**src/rtl/irx_pkg.sv**
```systemverilog
// Shared constants and types for the infrared transceiver mode controller.
package irx_pkg;

   // Clock period of mclk in ns.
   localparam int CLK_NS = 25;

   // Least setup and hold of the transmit pin around the shutdown fall.
   localparam int SETUP_NS = 200;
   localparam int HOLD_NS = 200;

   // Longest transmit pulse before the guard cuts it, in ns.
   localparam int TXD_MAX_NS = 80000;

   // Least times round up, the longest time rounds down.
   localparam int SETUP_CYC = (SETUP_NS + CLK_NS - 1) / CLK_NS;
   localparam int HOLD_CYC = (HOLD_NS + CLK_NS - 1) / CLK_NS;
   localparam int TXD_MAX_CYC = TXD_MAX_NS / CLK_NS;

   localparam int CNT_W = 12;
   localparam logic [CNT_W-1:0] SETUP_LAST = CNT_W'(SETUP_CYC - 1);
   localparam logic [CNT_W-1:0] HOLD_LAST = CNT_W'(HOLD_CYC - 1);
   localparam logic [CNT_W-1:0] TXD_LAST = CNT_W'(TXD_MAX_CYC - 1);

   // Mode assumed after reset: low bandwidth.
   localparam logic MODE_RST = 1'b0;
   // Receive line level while idle.
   localparam logic RX_IDLE = 1'b1;

   typedef enum logic [1:0] {
      ST_RUN = 2'h0,
      ST_SETUP = 2'h1,
      ST_HOLD = 2'h3,
      ST_SHUT = 2'h2
   } irx_state_t;

   typedef struct packed {
      irx_state_t st;
      logic [CNT_W-1:0] cnt;
      logic [CNT_W-1:0] txc;
      logic cut;
      logic cut_p;
      logic target;
      logic mode_hi;
      logic pin_mode;
      logic sd;
      logic txd;
      logic rx;
   } irx_ctl_t;

   typedef struct packed {
      logic s1;
      logic s2;
      logic s3;
      logic lvl;
   } irx_sync_t;

endpackage : irx_pkg

```
**src/rtl/irx_sync_if.sv**
```systemverilog
// Carrier between the controller and its receive pin filter.
interface irx_sync_if;
   logic raw;
   logic lvl;
   modport filt (input raw, output lvl);
   modport user (output raw, input lvl);
endinterface : irx_sync_if

```
**src/rtl/irx_ctl.sv**
```systemverilog
// Host-side controller for an infrared transceiver front end.

// Notes on behaviour
// - Mode pin low selects low bandwidth, high selects high bandwidth.
// - High mode: shutdown up, transmit up, 200 ns, shutdown down, 200 ns.
// - Low mode: shutdown up, transmit low, 200 ns, drop, hold 200 ns.
// - After the shutdown fall, transmit high stays within the pulse limit.
module irx_ctl (
   // Clock, reset and clock enable
   input wire logic mclk,
   input wire logic rstn,
   input wire logic ce,
   // User control
   input wire logic mode_req,
   input wire logic mode_high,
   input wire logic use_pin,
   input wire logic sleep,
   input wire logic tx_data,
   // User status
   output logic busy,
   output logic mode_hi,
   output logic rx_data,
   output logic tx_cut,
   // Transceiver pins
   output logic sd_o,
   output logic txd_o,
   output logic mode_o,
   output logic mode_oe,
   input wire logic rxd_i
);

   irx_pkg::irx_ctl_t q;
   irx_pkg::irx_ctl_t d;

   irx_sync_if sif ();

   assign sif.raw = rxd_i;

   irx_sync u_sync (
      .mclk (mclk),
      .rstn (rstn),
      .ce (ce),
      .sif (sif)
   );

   always_comb begin
      d = q;
      if (ce) begin
         d.cut_p = 1'b0;
         case (q.st)
            irx_pkg::ST_RUN: begin
               d.sd = 1'b0;
               if (mode_req && use_pin) begin
                  d.pin_mode = 1'b1;
                  d.mode_hi = mode_high;
               end else if (mode_req) begin
                  d.pin_mode = 1'b0;
                  d.target = mode_high;
                  d.st = irx_pkg::ST_SETUP;
                  d.sd = 1'b1;
                  d.txd = mode_high;
                  d.cnt = '0;
               end else if (sleep) begin
                  d.st = irx_pkg::ST_SHUT;
                  d.sd = 1'b1;
                  d.txd = 1'b0;
               end else begin
                  d.txd = tx_data & ~q.cut;
               end
            end
            irx_pkg::ST_SETUP: begin
               if (q.cnt == irx_pkg::SETUP_LAST) begin
                  d.st = irx_pkg::ST_HOLD;
                  d.sd = 1'b0;
                  d.cnt = '0;
               end else begin
                  d.cnt = q.cnt + 1'b1;
               end
            end
            irx_pkg::ST_HOLD: begin
               // hold exactly the least time, then release
               if (q.cnt == irx_pkg::HOLD_LAST) begin
                  d.st = irx_pkg::ST_RUN;
                  // device has latched the target level
                  d.mode_hi = q.target;
                  d.txd = 1'b0;
                  d.cnt = '0;
               end else begin
                  d.cnt = q.cnt + 1'b1;
               end
            end
            irx_pkg::ST_SHUT: begin
               if (mode_req && !use_pin) begin
                  d.pin_mode = 1'b0;
                  d.target = mode_high;
                  d.st = irx_pkg::ST_SETUP;
                  d.txd = mode_high;
                  d.cnt = '0;
               end else if (mode_req) begin
                  d.pin_mode = 1'b1;
                  d.mode_hi = mode_high;
               end else if (!sleep) begin
                  // A plain release would latch a low transmit level.
                  // replay held mode
                  d.target = q.mode_hi;
                  d.st = irx_pkg::ST_SETUP;
                  d.txd = q.mode_hi;
                  d.cnt = '0;
               end
            end
            default: begin
               d.st = irx_pkg::ST_RUN;
               d.sd = 1'b0;
               d.txd = 1'b0;
            end
         endcase
         // pulse guard, cut stays until data drops
         if (q.txd && q.st == irx_pkg::ST_RUN
             && d.st == irx_pkg::ST_RUN) begin
            if (q.txc == irx_pkg::TXD_LAST) begin
               d.cut = 1'b1;
               d.cut_p = 1'b1;
               d.txd = 1'b0;
               d.txc = '0;
            end else begin
               d.txc = q.txc + 1'b1;
            end
         end else begin
            d.txc = '0;
         end
         if (!tx_data) begin
            d.cut = 1'b0;
         end
         // receive is active low; ignore it while shut down
         d.rx = d.sd ? irx_pkg::RX_IDLE : sif.lvl;
      end
   end

   always_ff @(posedge mclk or negedge rstn) begin
      if (!rstn) begin
         q <= '{st: irx_pkg::ST_RUN, mode_hi: irx_pkg::MODE_RST,
                rx: irx_pkg::RX_IDLE, default: '0};
      end else begin
         q <= d;
      end
   end

   assign busy = (q.st != irx_pkg::ST_RUN);
   assign mode_hi = q.mode_hi;
   assign rx_data = q.rx;
   assign tx_cut = q.cut_p;
   assign sd_o = q.sd;
   assign txd_o = q.txd;
   assign mode_o = q.mode_hi;
   assign mode_oe = q.pin_mode;

   // Helper counters that only the checks below read.
   localparam int SETUP_MIN = irx_pkg::SETUP_CYC - 1;
   localparam int HOLD_MIN = irx_pkg::HOLD_CYC - 1;
   logic [irx_pkg::CNT_W-1:0] sc_q;
   logic [irx_pkg::CNT_W-1:0] hc_q;
   logic [irx_pkg::CNT_W-1:0] th_q;
   logic txd_prev_q;

   always_ff @(posedge mclk or negedge rstn) begin
      if (!rstn) begin
         sc_q <= '0;
         hc_q <= '0;
         th_q <= '0;
         txd_prev_q <= 1'b0;
      end else begin
         txd_prev_q <= txd_o;
         if (!sd_o || txd_o != txd_prev_q) begin
            sc_q <= '0;
         end else if (sc_q != '1) begin
            sc_q <= sc_q + 1'b1;
         end
         if (sd_o || txd_o != txd_prev_q) begin
            hc_q <= '0;
         end else if (hc_q != '1) begin
            hc_q <= hc_q + 1'b1;
         end
         if (!txd_o) begin
            th_q <= '0;
         end else if (th_q != '1) begin
            th_q <= th_q + 1'b1;
         end
      end
   end
endmodule : irx_ctl

```
**src/rtl/irx_sync.sv**
```systemverilog
// Three-stage synchroniser and agreement filter for the receive pin.
module irx_sync (
   // Clock, reset and clock enable
   input wire logic mclk,
   input wire logic rstn,
   input wire logic ce,
   // Pin in, filtered level out
   irx_sync_if.filt sif
);

   irx_pkg::irx_sync_t q;
   irx_pkg::irx_sync_t d;

   always_comb begin
      d = q;
      if (ce) begin
         d.s1 = sif.raw;
         d.s2 = q.s1;
         d.s3 = q.s2;
         // A change counts once the second and third stages agree.
         if (q.s2 == q.s3) begin
            d.lvl = q.s3;
         end
      end
   end

   always_ff @(posedge mclk or negedge rstn) begin
      if (!rstn) begin
         q <= {4{irx_pkg::RX_IDLE}};
      end else begin
         q <= d;
      end
   end

   assign sif.lvl = q.lvl;

endmodule : irx_sync

```
**config.mk**
```make
export PLATFORM = sky130hd
export DESIGN_NAME = irx_ctl
export DESIGN_NICKNAME = d
export VERILOG_FILES = /design/src/rtl/irx_pkg.sv /design/src/rtl/irx_sync_if.sv /design/src/rtl/irx_ctl.sv /design/src/rtl/irx_sync.sv
export SDC_FILE = /design/constraint.sdc
export NUM_CORES = 1
export LEC_CHECK = 0
export BUFFER_PORTS_ARGS = -buffer_cell sky130_fd_sc_hd__buf_4
export CAP_MARGIN = 0
export CORE_ASPECT_RATIO = 2
export CORE_MARGIN = 2
export CORE_UTILIZATION = 40
export CTS_CLUSTER_DIAMETER = 200
export DETAILED_ROUTE_END_ITERATION = 6
export PLACE_DENSITY = 0.61
export RECOVER_POWER = 25
export SLEW_MARGIN = 20
export SYNTH_ARGS = -nofsm -noshare
export SYNTH_HDL_FRONTEND = slang
export SYNTH_SLANG_ARGS = --single-unit
```
**constraint.sdc**
```tcl
create_clock -name mclk -period 2.25 [get_ports mclk]
set_input_delay 0.45 -clock mclk [delete_from_list [all_inputs] [get_ports mclk]]
set_output_delay 0.45 -clock mclk [all_outputs]
set_load 0.02 [all_outputs]
```
# Word-level counts from Yosys, hierarchy flattened
# Index checks and enable logic that the tools add are counted.
# op_classes
add_sub_neg	2
n_eq_ne	22
muxes	47
bitwise_logic	2
n_reduce_logical	16
# op_table
op	n
two-way mux 14 bit	5
case mux 14 bit (4 select lines)	1
two-way mux 12 bit	4
adder 12 x 1 -> 12 bit (second input constant)	2
two-way mux 1 bit	23
two-way mux 2 bit	9
!= test 3 bit (second input constant)	6
equality test 12 bit (second input constant)	1
equality test 12 x 3 -> 1 bit (second input constant)	1
!= test 2 bit (second input constant)	6
AND reduction 6 bit	2
!= test 4 bit (second input constant)	2
case mux 1 bit (2 select lines)	3
case mux 1 bit (3 select lines)	2
AND reduction 5 bit	1
equality test 2 bit (second input constant)	2
logical AND 1 bit	4
logical NOT 2 bit	2
!= test 2 x 1 -> 1 bit (second input constant)	2
AND reduction 4 bit	1
nonzero test 2 bit	2
AND reduction 3 bit	1
nonzero test 3 bit	1
equality test 2 x 1 -> 1 bit (second input constant)	1
other kinds (5)	5
# word_totals
reg_bits	38
in_bits	9
out_inout_bits	8
word_cells	104

# Depth between registers and ports, before layout
# Gate-level depths: netlist of the first run.
# logic_depth
ltp_word	9
depth_mapped	9
depth_no_buf	8

# Cells and area by module
# A second synthesis of the first run with hierarchy kept.
# hier_totals
cells_unflattened	251
hier_area_um2	2322.2
# by_module_without_submodules
mod	instances	cells_each	area_per_inst_um2	seq_area_each_um2
irx_ctl	1	239	2162.1	852.1
irx_sync	1	12	160.2	105.1

# Worst setup path after synthesis of the first run
# OpenSTA, ideal clock, no wires.
# synth_path
path_kind	register to register
startpoint	register q[32] (netlist name)
endpoint	register q[11] (netlist name)
setup_ns	0.065
arrival_ns	2.127
required_time_ns	2.185
slack_ns	0.059
path_stages_with_launch	9
path_buffers	0
period_less_slack_ns	2.191
path_cell_list	dfrtp_1 -> inv_1 -> ha_1 -> nand2_1 -> a2111oi_4 -> a22oi_2 -> a211o_4 -> nor4_4 -> a211o_1
# synth_between
elab_chain_cells	8
word_cells_on_any_way	18
cone_classes	eq/ne: 3; mux: 11; reduce/logical: 4
# synth_lines
element	line_no	text
from (decl)	irx_ctl.sv:32	irx_pkg::irx_ctl_t q;
from (signal assigned)	irx_ctl.sv:141	q <= '{st: irx_pkg::ST_RUN, mode_hi: irx_pkg::MODE_RST,
two-way mux 14 bit / two-way mux 2 bit (equally long branches)	irx_ctl.sv:102, irx_ctl.sv:63	
two-way mux 14 bit / two-way mux 2 bit (equally long branches)	irx_ctl.sv:99, irx_ctl.sv:56	
two-way mux 14 bit, on equally long branches	irx_ctl.sv:93, irx_ctl.sv:53	
case mux 14 bit (4 select lines)	irx_ctl.sv:50	case (q.st)
two-way mux 14 bit	irx_ctl.sv:48	if (ce) begin
logical NOT 2 bit	irx_ctl.sv:119	&& d.st == irx_pkg::ST_RUN) begin
logical AND 1 bit *	irx_ctl.sv:119	
two-way mux 12 bit *	irx_ctl.sv:118	if (q.txd && q.st == irx_pkg::ST_RUN
# Mark *: on every way between the ends. The rest lies on a longest branch, timed or not. The select of a mux whose other input is x is not followed.
# A chain may end at the register's enable or synchronous reset.

# Final worst setup path of the first run
# layout_path
startpoint	register q[21] (netlist name)
endpoint	register q[11] (netlist name)
# layout_between
elab_chain_cells	7
word_cells_on_any_way	8
cone_classes	eq/ne: 1; mux: 5; reduce/logical: 2
# layout_lines
element	line_no
equality test 12 x 3 -> 1 bit *	irx_ctl.sv:72, irx_ctl.sv:82
two-way mux 2 bit, on equally long branches	irx_ctl.sv:82, irx_ctl.sv:72
case mux 14 bit (4 select lines) *	irx_ctl.sv:50
two-way mux 14 bit *	irx_ctl.sv:48
logical NOT 2 bit *	irx_ctl.sv:119
logical AND 1 bit *	irx_ctl.sv:119
two-way mux 12 bit *	irx_ctl.sv:118
# Marked as above.

==> results of run 1 <==
==> flip-flops by register name, indices dropped and copies added (netlist names) <==
| register | cells |
|---|---|
| txd_o | 1 |
| q | 28 |
| mode_hi | 1 |
| u_sync.q | 3 |
| tx_cut | 1 |
| mode_oe | 1 |
| u_sync.sif.lvl | 1 |
| rx_data | 1 |
| sd_o | 1 |
==> area by class of cell <==
type | instances | area share
multi-input combinational | 198 | 0.4568
sequential | 38 | 0.3177
timing repair buffer | 54 | 0.1350
clock buffer | 6 | 0.04610
tap | 61 | 0.02533
inverter | 12 | 0.01495
clock inverter | 2 | 0.004153
==> kinds of logic after synthesis <==
kind of cell / after synthesis / synth area share
mux: 10 / 0.04473
buf+inv: 19 / 0.03195
flops: 38 / 0.4073
xor+xnor: 8 / 0.02982
simple gates: 107 / 0.2343
compound gates: 65 / 0.2146
fa+ha+maj: 7 / 0.03727
==> where the power goes <==
group          internal (mW)  total [mW]  leakage (nW)  switching, mW
combinational          0.589        1.35         0.768          0.758
sequential             0.808       0.901         0.496         0.0931
clock                  0.439       0.725        0.0729          0.286
total                   1.84        2.97          1.34           1.14
==> critical path, stage by stage (launching register included) <==
cell and delay, ps:
dfrtp_1 400, ha_4 160, nor4bb_2 310, nand3_2 200, a22oi_2 260, a211oi_2 140
buf_4 160, and3_1 160, a211o_1 260
==> synth_stat cells, types with 3 or more instances <==
master / n / area share
a21oi_1: 14 / 0.030
and3_1: 7 / 0.019
clkbuf_1: 4 / 0.0064
dfrtp_1: 33 / 0.35
dfstp_2: 5 / 0.056
ha_1: 7 / 0.037
inv_1: 12 / 0.019
mux2_2: 4 / 0.019
mux2i_1: 6 / 0.026
nand2_1: 24 / 0.038
nand2b_1: 6 / 0.016
nand3_1: 11 / 0.023
nand4_1: 6 / 0.016
nor2_1: 29 / 0.046
nor3_1: 8 / 0.017
o21ai_0: 12 / 0.026
o21ai_1: 3 / 0.0064
o2bb2ai_1: 9 / 0.034
xor2_1: 6 / 0.022
==> metal layers <==
| metal | wire, um | vias to the layer above | share of wire | track usage |
|---|---|---|---|---|
| met5 | 0 | - | 0 | 0 |
| met4 | 294 | 0 | 0.046 | 0.1116 |
| met3 | 191 | 23 | 0.030 | 0.03802 |
| met2 | 3656 | 49 | 0.57 | 0.4061 |
| met1 | 2229 | 1048 | 0.35 | 0.2081 |
| li1 | - | 1041 | - | - |
==> path summary, 6_finish.rpt <==
path	start	to	slack (ps)	depth (start not counted)
hold / removal	rstn	mode_hi	320	1
max in group asynchronous	rstn	q[31]	1330	1
hold reg to reg	u_sync.sif.lvl	rx_data	470	2
setup reg to reg	q[21]	q[11]	90	8
setup / recovery	q[21]	q[11]	90	8
min in group mclk	rxd_i	u_sync.q[3]	400	2
==> layout by cell type, fill, tap and decap left out, drive strengths merged, types with 3 or more instances in the layout <==
cell,instances
nand2b,6
buf,53
dfstp,5
ha,7
a21oi,14
a211o,3
nor2,29
nor3,8
xor2,6
mux2,4
o21ai,15
and3,8
nand3,11
o2bb2ai,9
inv,12
dfrtp,33
a211oi,3
nand4,6
clkbuf,7
mux2i,6
nand2,25
==> through the flow <==
step | area [um2] | setup TNS (ps)
floorplan | 2350 | 0
global placement | 2779 | 0
detailed placement | 2779 | -8.388
CTS | 2930 | 0
global route | 3013 | -8.593
finish | 3013 | 0
==> timing repair <==
item | CTS | global route
endpoints found under the setup margin | 0 | 8
buffers inserted | 0 | 3
resized for setup | 0 | 12
endpoints found under the hold margin | 0 | 0
==> results.py, run 1 <==
metrics = {
    "timing": {
        "worst_slew_pin_slew_ps": 982.4,
        "fmax_mhz": 463.0,
        "finalCriticalPeriod_ps": 2160,
        "hold_viol_final": 0,
        "relSlewSlack": 0.3450,
        "period_share": 0.9599,
        "drv_slew": 0,
        "timing.final.ws_setup_ps": 90.21,
        "setup_viol": 0,
        "fin_skew_ps": 2.487,
        "whs_ps": 317.8,
    },
    "global_route": {
        "grt_first_pass_wirelength_mm": 10.68,
        "grt_pass1_vias": 2273,
        "grt_max_degree": 39,
        "antenna_found_initial": 0,
        "grt_usage": 0.2143,
        "overflow": 0,
    },
    "cts": {
        "ctsHoldBuffers": 0,
        "ctsHtreeMaxLevel": 2,
        "clkTransAtPathRegs_ps": 60,
        "cts.sinks": 38,
        "numCtsBuffers": 5,
        "clock_latency_ps": 280,
        "cts_max_path_buffers": 2,
        "cts_tree": "yes",
        "cts_root_buffer": "clkbuf_16",
    },
    "synthesis": {
        "synthFlopType": "dfrtp_1",
        "yosysSeqAreaShare": 0.4073,
        "synth_area_um2": 2350,
        "synth_edf_count": 0,
        "synthCells": 254,
        "syn_area_per_cell_um2": 9.251,
        "ys_seq_elements": 38,
        "synth_nets": 270,
        "ys_warn_count": 0,
        "synthArstFlopShare": 1.000,
        "ys_types": 57,
    },
    "place": {
        "gp_congestion": 0.9417,
        "dp_cells": 359,
        "hpwl_mm": 4.735,
        "portBuffers": 16,
        "post-place-ws_ps": -6.894,
    },
    "finish": {
        "num-nets-final": 325,
        "multi_input_area_um2": 1376,
        "fillers": 540,
        "fin_util": 0.5277,
        "insertedDiodeCount": 0,
        "drive_gt1_frac": 0.3000,
        "areaGrowthSynthToFinish_pct": 28.22,
        "regArea_um2": 957.2,
        "stdcell_count": 371,
    },
    "detailed_routing": {
        "wl_per_cell_um": 17.18,
        "ant_nets": 0,
        "wl_mm": 6.373,
        "via_per_inst": 5.825,
        "drt_pass1_iterations": 5,
        "drc_errors": 0,
        "vias": 2161,
        "first_iter_violations": 62,
    },
    "critical_path": {
        "required_ps": 2420,
        "setup.worst_path.start_class": "register",
        "critPathCaptureType": "register",
        "path_class": "reg -> reg",
        "worst-path-max-fanout": 4,
        "worstPathArrival_ps": 2330,
    },
    "run_status": {
        "status": "finished clean",
    },
    "pwr": {
        "vdd_drop_max_mv": 0.8092,
        "power_leakage_nw": 1.336,
        "p_per_area_nw_per_um2": 986.8,
        "power.total_mw": 2.973,
    },
    "die": {
        "io_pins": 17,
        "die_x_um": 58.20,
        "core_um2": 5709,
        "rows": 39,
        "start_util": 0.4116,
        "die_h_um": 112.4,
        "die_area_um2": 6541,
    },
    "run": {
        "max-cap-violations": 0,
    },
    "min_path": {
        "hold_class": "in -> async",
    },
}
Power figures use the tool's default switching activity.
==> run 2: changes to the inputs <==
SYNTH_HIERARCHICAL = 1   (was not set)
==> run 2 against run 1 <==
Register-to-register slack about the same. Critical endpoint is now tx_cut. Die area decreased by 1.1%. Via count decreased by 9.6%. Highest routed layer unchanged.
==> results.py, run 2 <==
metrics = {
    "cts": {
        "clkTransAtPathRegs_ps": 60,
        "ctsHtreeMaxLevel": 2,
        "cts_setup_buffers": 0,
        "cts_max_path_buffers": 2,
        "cts_tree": "yes",
        "clock_latency_ps": 280,
        "cts.sinks": 38,
        "numCtsBuffers": 5,
        "cts_root_buffer": "clkbuf_16",
    },
    "critical_path": {
        "path_cells": "ha_1 > and4bb_1 > and3_2 > o2111a_2 > or2_2 > and4_1 > a21o_1",
        "path_class": "reg -> reg",
        "worst-path-buf-inv": 0,
        "slowest_stage": "dfrtp_1",
        "path_depth": 7,
        "critPathCaptureType": "register",
        "max_stage_delay_ps": 400,
        "setup.worst_path.start_class": "register",
        "worstPathArrival_ps": 2330,
        "cp_top_family": "simple AND/OR/NAND/NOR gates",
        "worst-path-max-fanout": 7,
        "required_ps": 2420,
        "r2r_cells": 7,
    },
    "timing": {
        "whs_ps": 304.4,
        "period_share": 0.9596,
        "fmax_mhz": 463.1,
        "worst_slew_pin_slew_ps": 945.0,
        "fin_skew_ps": 6.697,
        "relSlewSlack": 0.3700,
        "timing.final.ws_setup_ps": 90.82,
        "finalCriticalPeriod_ps": 2159,
        "setup_viol": 0,
        "finalSetupTns_ps": 0,
        "hold_viol_final": 0,
        "drv_slew": 0,
    },
    "die": {
        "rows": 39,
        "io_pins": 17,
        "die_x_um": 57.88,
        "die_h_um": 111.8,
        "die_area_um2": 6468,
        "core_um2": 5660,
        "start_util": 0.4103,
    },
    "detailed_routing": {
        "via_per_inst": 5.727,
        "first_iter_violations": 100,
        "drt_pass1_iterations": 4,
        "drc_errors": 0,
        "vias": 1953,
        "ant_nets": 0,
        "wl_per_cell_um": 15.66,
        "wl_mm": 5.341,
    },
    "pwr": {
        "power_leakage_nw": 1.233,
        "combPwrFrac": 0.417,
        "power_frac_clock": 0.250,
        "power_frac_seq": 0.333,
        "internal-power_mw": 1.680,
        "vdd_drop_max_mv": 0.6515,
        "power_switching_mw": 0.9633,
        "netSwitchingFraction": 0.3644,
        "p_per_area_nw_per_um2": 959.5,
    },
    "synthesis": {
        "synth_area_leader_cell": "dfrtp_1",
        "syn_area_per_cell_um2": 9.252,
        "synthFlopType": "dfrtp_1",
        "synthArstFlopShare": 1.000,
        "ys_types": 57,
        "ys_seq_elements": 38,
        "synth_area_um2": 2322,
        "ys_warn_count": 6,
        "yosys-top-cells-count": "33 x dfrtp_1, 23 x nor2_1, 17 x nand2_1",
        "synth_top_area_share": 0.3556,
        "synth_nets": 267,
        "yosysSeqAreaShare": 0.4122,
        "synthTopCellsByArea": "dfrtp_1 36%, dfstp_2 5.7%, ha_1 3.8%",
        "synth_edf_count": 0,
        "synthCells": 251,
        "synth_most_common_cell": "dfrtp_1",
    },
    "place": {
        "gp_congestion": 0.9370,
        "post-place-ws_ps": 71.72,
        "portBuffers": 16,
        "hpwl_mm": 4.011,
    },
    "min_path": {
        "hold_class": "in -> async",
    },
    "finish": {
        "areaGrowthSynthToFinish_pct": 18.64,
        "top_regs": "q: 28 flops, u_sync/q: 3 flops",
        "num-nets-final": 295,
        "most-common-layout-cells": "33 x buf_4, 33 x dfrtp_1, 22 x nor2_1",
        "insertedDiodeCount": 0,
        "drive_gt1_frac": 0.2357,
        "largest-register": "q",
        "largest_register_ffs": 28,
    },
    "global_route": {
        "overflow": 0,
        "grt_first_pass_wirelength_mm": 9.377,
        "grt_max_degree": 39,
        "antenna_found_initial": 0,
        "grt_pass1_vias": 1984,
        "grt_usage": 0.1864,
    },
    "run_status": {
        "status": "finished clean",
    },
    "run": {
        "max-cap-violations": 0,
    },
}
## run 2: final timing paths
check,startpoint,end,slack [ps]
max,q[20],tx_cut,90
min,rstn,q[27],300
max reg2reg,q[20],tx_cut,90
min reg2reg,u_sync/q[1],u_sync/sif.lvl,490
max in group asynchronous,rstn,q[8],1350
min in group mclk,rxd_i,u_sync/q[3],410
## run 2: layout make-up
cell class / count / area, um2
Sequential cell: 38 / 957.2
Timing Repair Buffer: 35 / 264.0
Clock inverter: 2 / 10.01
Inverter: 13 / 48.80
Tap cell: 61 / 76.32
Clock buffer: 6 / 128.9
Multi-Input combinational cell: 186 / 1270
Fill cell: 540 / 2905
## run 2: cells by family after synthesis
group	Yosys count	share of synthesized area
flip-flops	38	0.4122
AND/OR/NAND/NOR	101	0.2301
buffers and inverters	27	0.05496
multiplexers	8	0.03610
AO/OA/AOI/OAI	60	0.1913
XOR/XNOR	10	0.03772
adder cells (fa/ha/maj)	7	0.03771
## run 2: through the flow
stage,std cells,area (um2),total power [mW],utilization
after floorplan,251,2322,1.532,-
after CTS,341,2721,2.623,0.4808
after global routing,341,2755,2.824,0.4867
final,341,2755,2.643,0.4867
after detailed placement,333,2582,1.951,0.4562
after global placement,333,2582,1.945,0.4562
## run 2: routing by layer
metal	vias to the layer above	track usage	share of wire
met5	-	0	0
met2	44	0.3159	0.54
met1	937	0.2140	0.39
li1	960	-	-
met4	0	0.1008	0.036
met3	12	0.03484	0.028
## run 2: power groups by stage
stage / Clock [mW] / Combinational [mW] / Sequential (mW)
2_1_floorplan: 0 / 0.579 / 0.952
3_3_place_gp: 0 / 1.06 / 0.890
3_5_place_dp: 0 / 1.06 / 0.891
4_1_cts: 0.683 / 1.06 / 0.879
5_1_grt: 0.713 / 1.21 / 0.897
6_report: 0.661 / 1.10 / 0.880
## run 2: what timing repair did
item | 4_1_cts | 5_1_grt
hold buffers | 0 | 0
endpoints found under the setup margin | 0 | 17
hold endpoints to repair | 0 | 0
resized for setup | 0 | 10
==> run 3: changes to the inputs <==
CELL_PAD_IN_SITES_DETAIL_PLACEMENT = 1   (was not set)
CELL_PAD_IN_SITES_GLOBAL_PLACEMENT = 1   (was not set)
PLACE_DENSITY = 0.75   (was 0.61)
==> run 3 against run 2 <==
Power grew 3.4%. Global-route usage increased by 3.2 points. Sequential share of layout area about the same. Register-to-register slack got worse by 20 ps. Die area is the same. Flip-flop and latch count stayed put. Cell count is the same. Design area about the same.
==> results.py, run 3 (same netlist as run 2, synthesis figures left out) <==
metrics = {
    "run_status": {
        "status": "finished clean",
    },
    "timing": {
        "hold_viol_final": 0,
        "finalCriticalPeriod_ps": 2175,
        "relSlewSlack": 0.3528,
        "worst_slew_pin_slew_ps": 970.7,
        "period_share": 0.9666,
        "drv_slew": 0,
        "setup_viol": 0,
        "fin_skew_ps": 5.771,
        "fmax_mhz": 459.8,
    },
    "global_route": {
        "grt.met1_usage": 0.2083,
        "grt_max_degree": 39,
        "grt_first_pass_wirelength_mm": 10.69,
        "grt_util_met3": 0.04413,
        "overflow": 0,
        "grt-busiest-layer": "met2",
        "antenna_found_initial": 0,
        "grt_pass1_vias": 2234,
        "grtUsageMet2": 0.4076,
        "grt_usage": 0.2180,
    },
    "finish": {
        "areaGrowthSynthToFinish_pct": 18.75,
        "drive_gt1_frac": 0.2286,
        "most-common-layout-cells": "33 x buf_4, 33 x dfrtp_1, 23 x nor2_1",
        "regArea_um2": 957.2,
        "fin_area_um2": 2758,
        "num-nets-final": 295,
        "largest_register_ffs": 28,
        "top_regs": "q: 28 flops, u_sync/q: 3 flops",
        "multi_input_area_um2": 1264,
        "fillers": 677,
        "largest-register": "q",
        "insertedDiodeCount": 0,
    },
    "detailed_routing": {
        "vias": 2024,
        "drc_errors": 0,
        "wl_per_cell_um": 18.68,
        "ant_nets": 0,
        "via_per_inst": 5.935,
        "first_iter_violations": 63,
        "drt_pass1_iterations": 4,
        "wl_mm": 6.369,
    },
    "min_path": {
        "hold_class": "in -> async",
    },
    "critical_path": {
        "max_stage_delay_ps": 400,
        "setup.worst_path.start_class": "register",
        "path_class": "reg -> reg",
        "path_cells": "ha_1 > and4bb_1 > and3_2 > o2111a_2 > or2_2 > and4_1 > a21o_1",
        "worstPathArrival_ps": 2350,
        "required_ps": 2430,
        "worst-path-max-fanout": 6,
        "cp_top_family": "simple AND/OR/NAND/NOR gates",
        "worst-path-buf-inv": 0,
        "critPathCaptureType": "register",
        "slowest_stage": "dfrtp_1",
    },
    "cts": {
        "ctsHtreeMaxLevel": 2,
        "clkTransAtPathRegs_ps": 60,
        "cts_root_buffer": "clkbuf_16",
        "numCtsBuffers": 5,
        "clock_latency_ps": 290,
        "cts_setup_buffers": 0,
        "cts_max_path_buffers": 2,
        "cts.sinks": 38,
        "cts_tree": "yes",
    },
    "pwr": {
        "internal-power_mw": 1.715,
        "power.total_mw": 2.733,
        "vdd_drop_max_mv": 0.9706,
        "p_per_area_nw_per_um2": 991.2,
        "netSwitchingFraction": 0.3726,
        "power_switching_mw": 1.019,
        "power_leakage_nw": 1.237,
        "power_frac_clock": 0.260,
        "power_frac_seq": 0.326,
        "combPwrFrac": 0.415,
    },
    "run": {
        "max-cap-violations": 0,
    },
    "place": {
        "portBuffers": 16,
        "hpwl_mm": 4.839,
        "postPlaceCellArea_um2": 2582,
        "gp_congestion": 0.8029,
    },
    "die": {
        "io_pins": 17,
        "die_area_um2": 6468,
        "core_um2": 5660,
        "die_h_um": 111.8,
        "start_util": 0.4103,
        "rows": 39,
        "die_x_um": 57.88,
    },
}
==> run 3: cell types whose count changed in the layout (fill, tap and decap cells not counted), sizes merged <==
cell	delta
clkinv	-1
clkbuf	+1
==> run 3: routing by layer <==
layer  vias up  share of wire  wire length, um
met3        17          0.031              196
met2        29           0.57             3655
li1        965              -                -
met4         0          0.043              276
met1      1013           0.35             2241
met5         -              0                0
==> run 3: power groups by stage <==
stage | clock network [mW] | registers [mW] | logic [mW]
global route | 0.751 | 0.909 | 1.23
finish | 0.711 | 0.890 | 1.13
floorplan | 0 | 0.952 | 0.579
global placement | 0 | 0.895 | 1.08
detailed placement | 0 | 0.900 | 1.10
CTS | 0.732 | 0.888 | 1.12
==> run 3: layout make-up <==
class | instances | area share
tap | 61 | 0.02768
multi-input combinational | 186 | 0.4583
inverter | 13 | 0.01770
timing repair buffer | 35 | 0.09574
sequential | 38 | 0.3471
clock inverter | 1 | 0.001815
clock buffer | 7 | 0.05172
==> run 3: final timing paths <==
check                       startpoint              to  slack [ps]  cells past startpoint
setup / recovery                 q[20]          tx_cut          80                      7
hold / removal                    rstn           q[31]         320                      1
setup reg to reg                 q[20]          tx_cut          80                      7
hold reg to reg            u_sync/q[1]  u_sync/sif.lvl         490                      2
max in group asynchronous         rstn            q[5]        1330                      1
min in group mclk                rxd_i     u_sync/q[3]         400                      2
==> run 3: metrics by stage <==
step / std cells / utilization / setup TNS, ps / setup slack, ps / hold slack (ps)
6_report: 341 / 0.4872 / 0 / 75.19 / 315.7
4_1_cts: 341 / 0.4828 / 0 / 29.41 / 152.4
3_5_place_dp: 333 / 0.4562 / -24.61 / -15.88 / 456.4
3_3_place_gp: 333 / 0.4562 / 0 / 101.6 / 450.7
5_1_grt: 341 / 0.4872 / -18.25 / -8.598 / 384.7
2_1_floorplan: 251 / - / 0 / 53.49 / 154.4
==> run 3: timing repair <==
item	CTS	global route
gates resized for setup	1	7
setup endpoints to repair	5	19
pin swaps	0	1
hold buffers	0	0
cloned	0	0
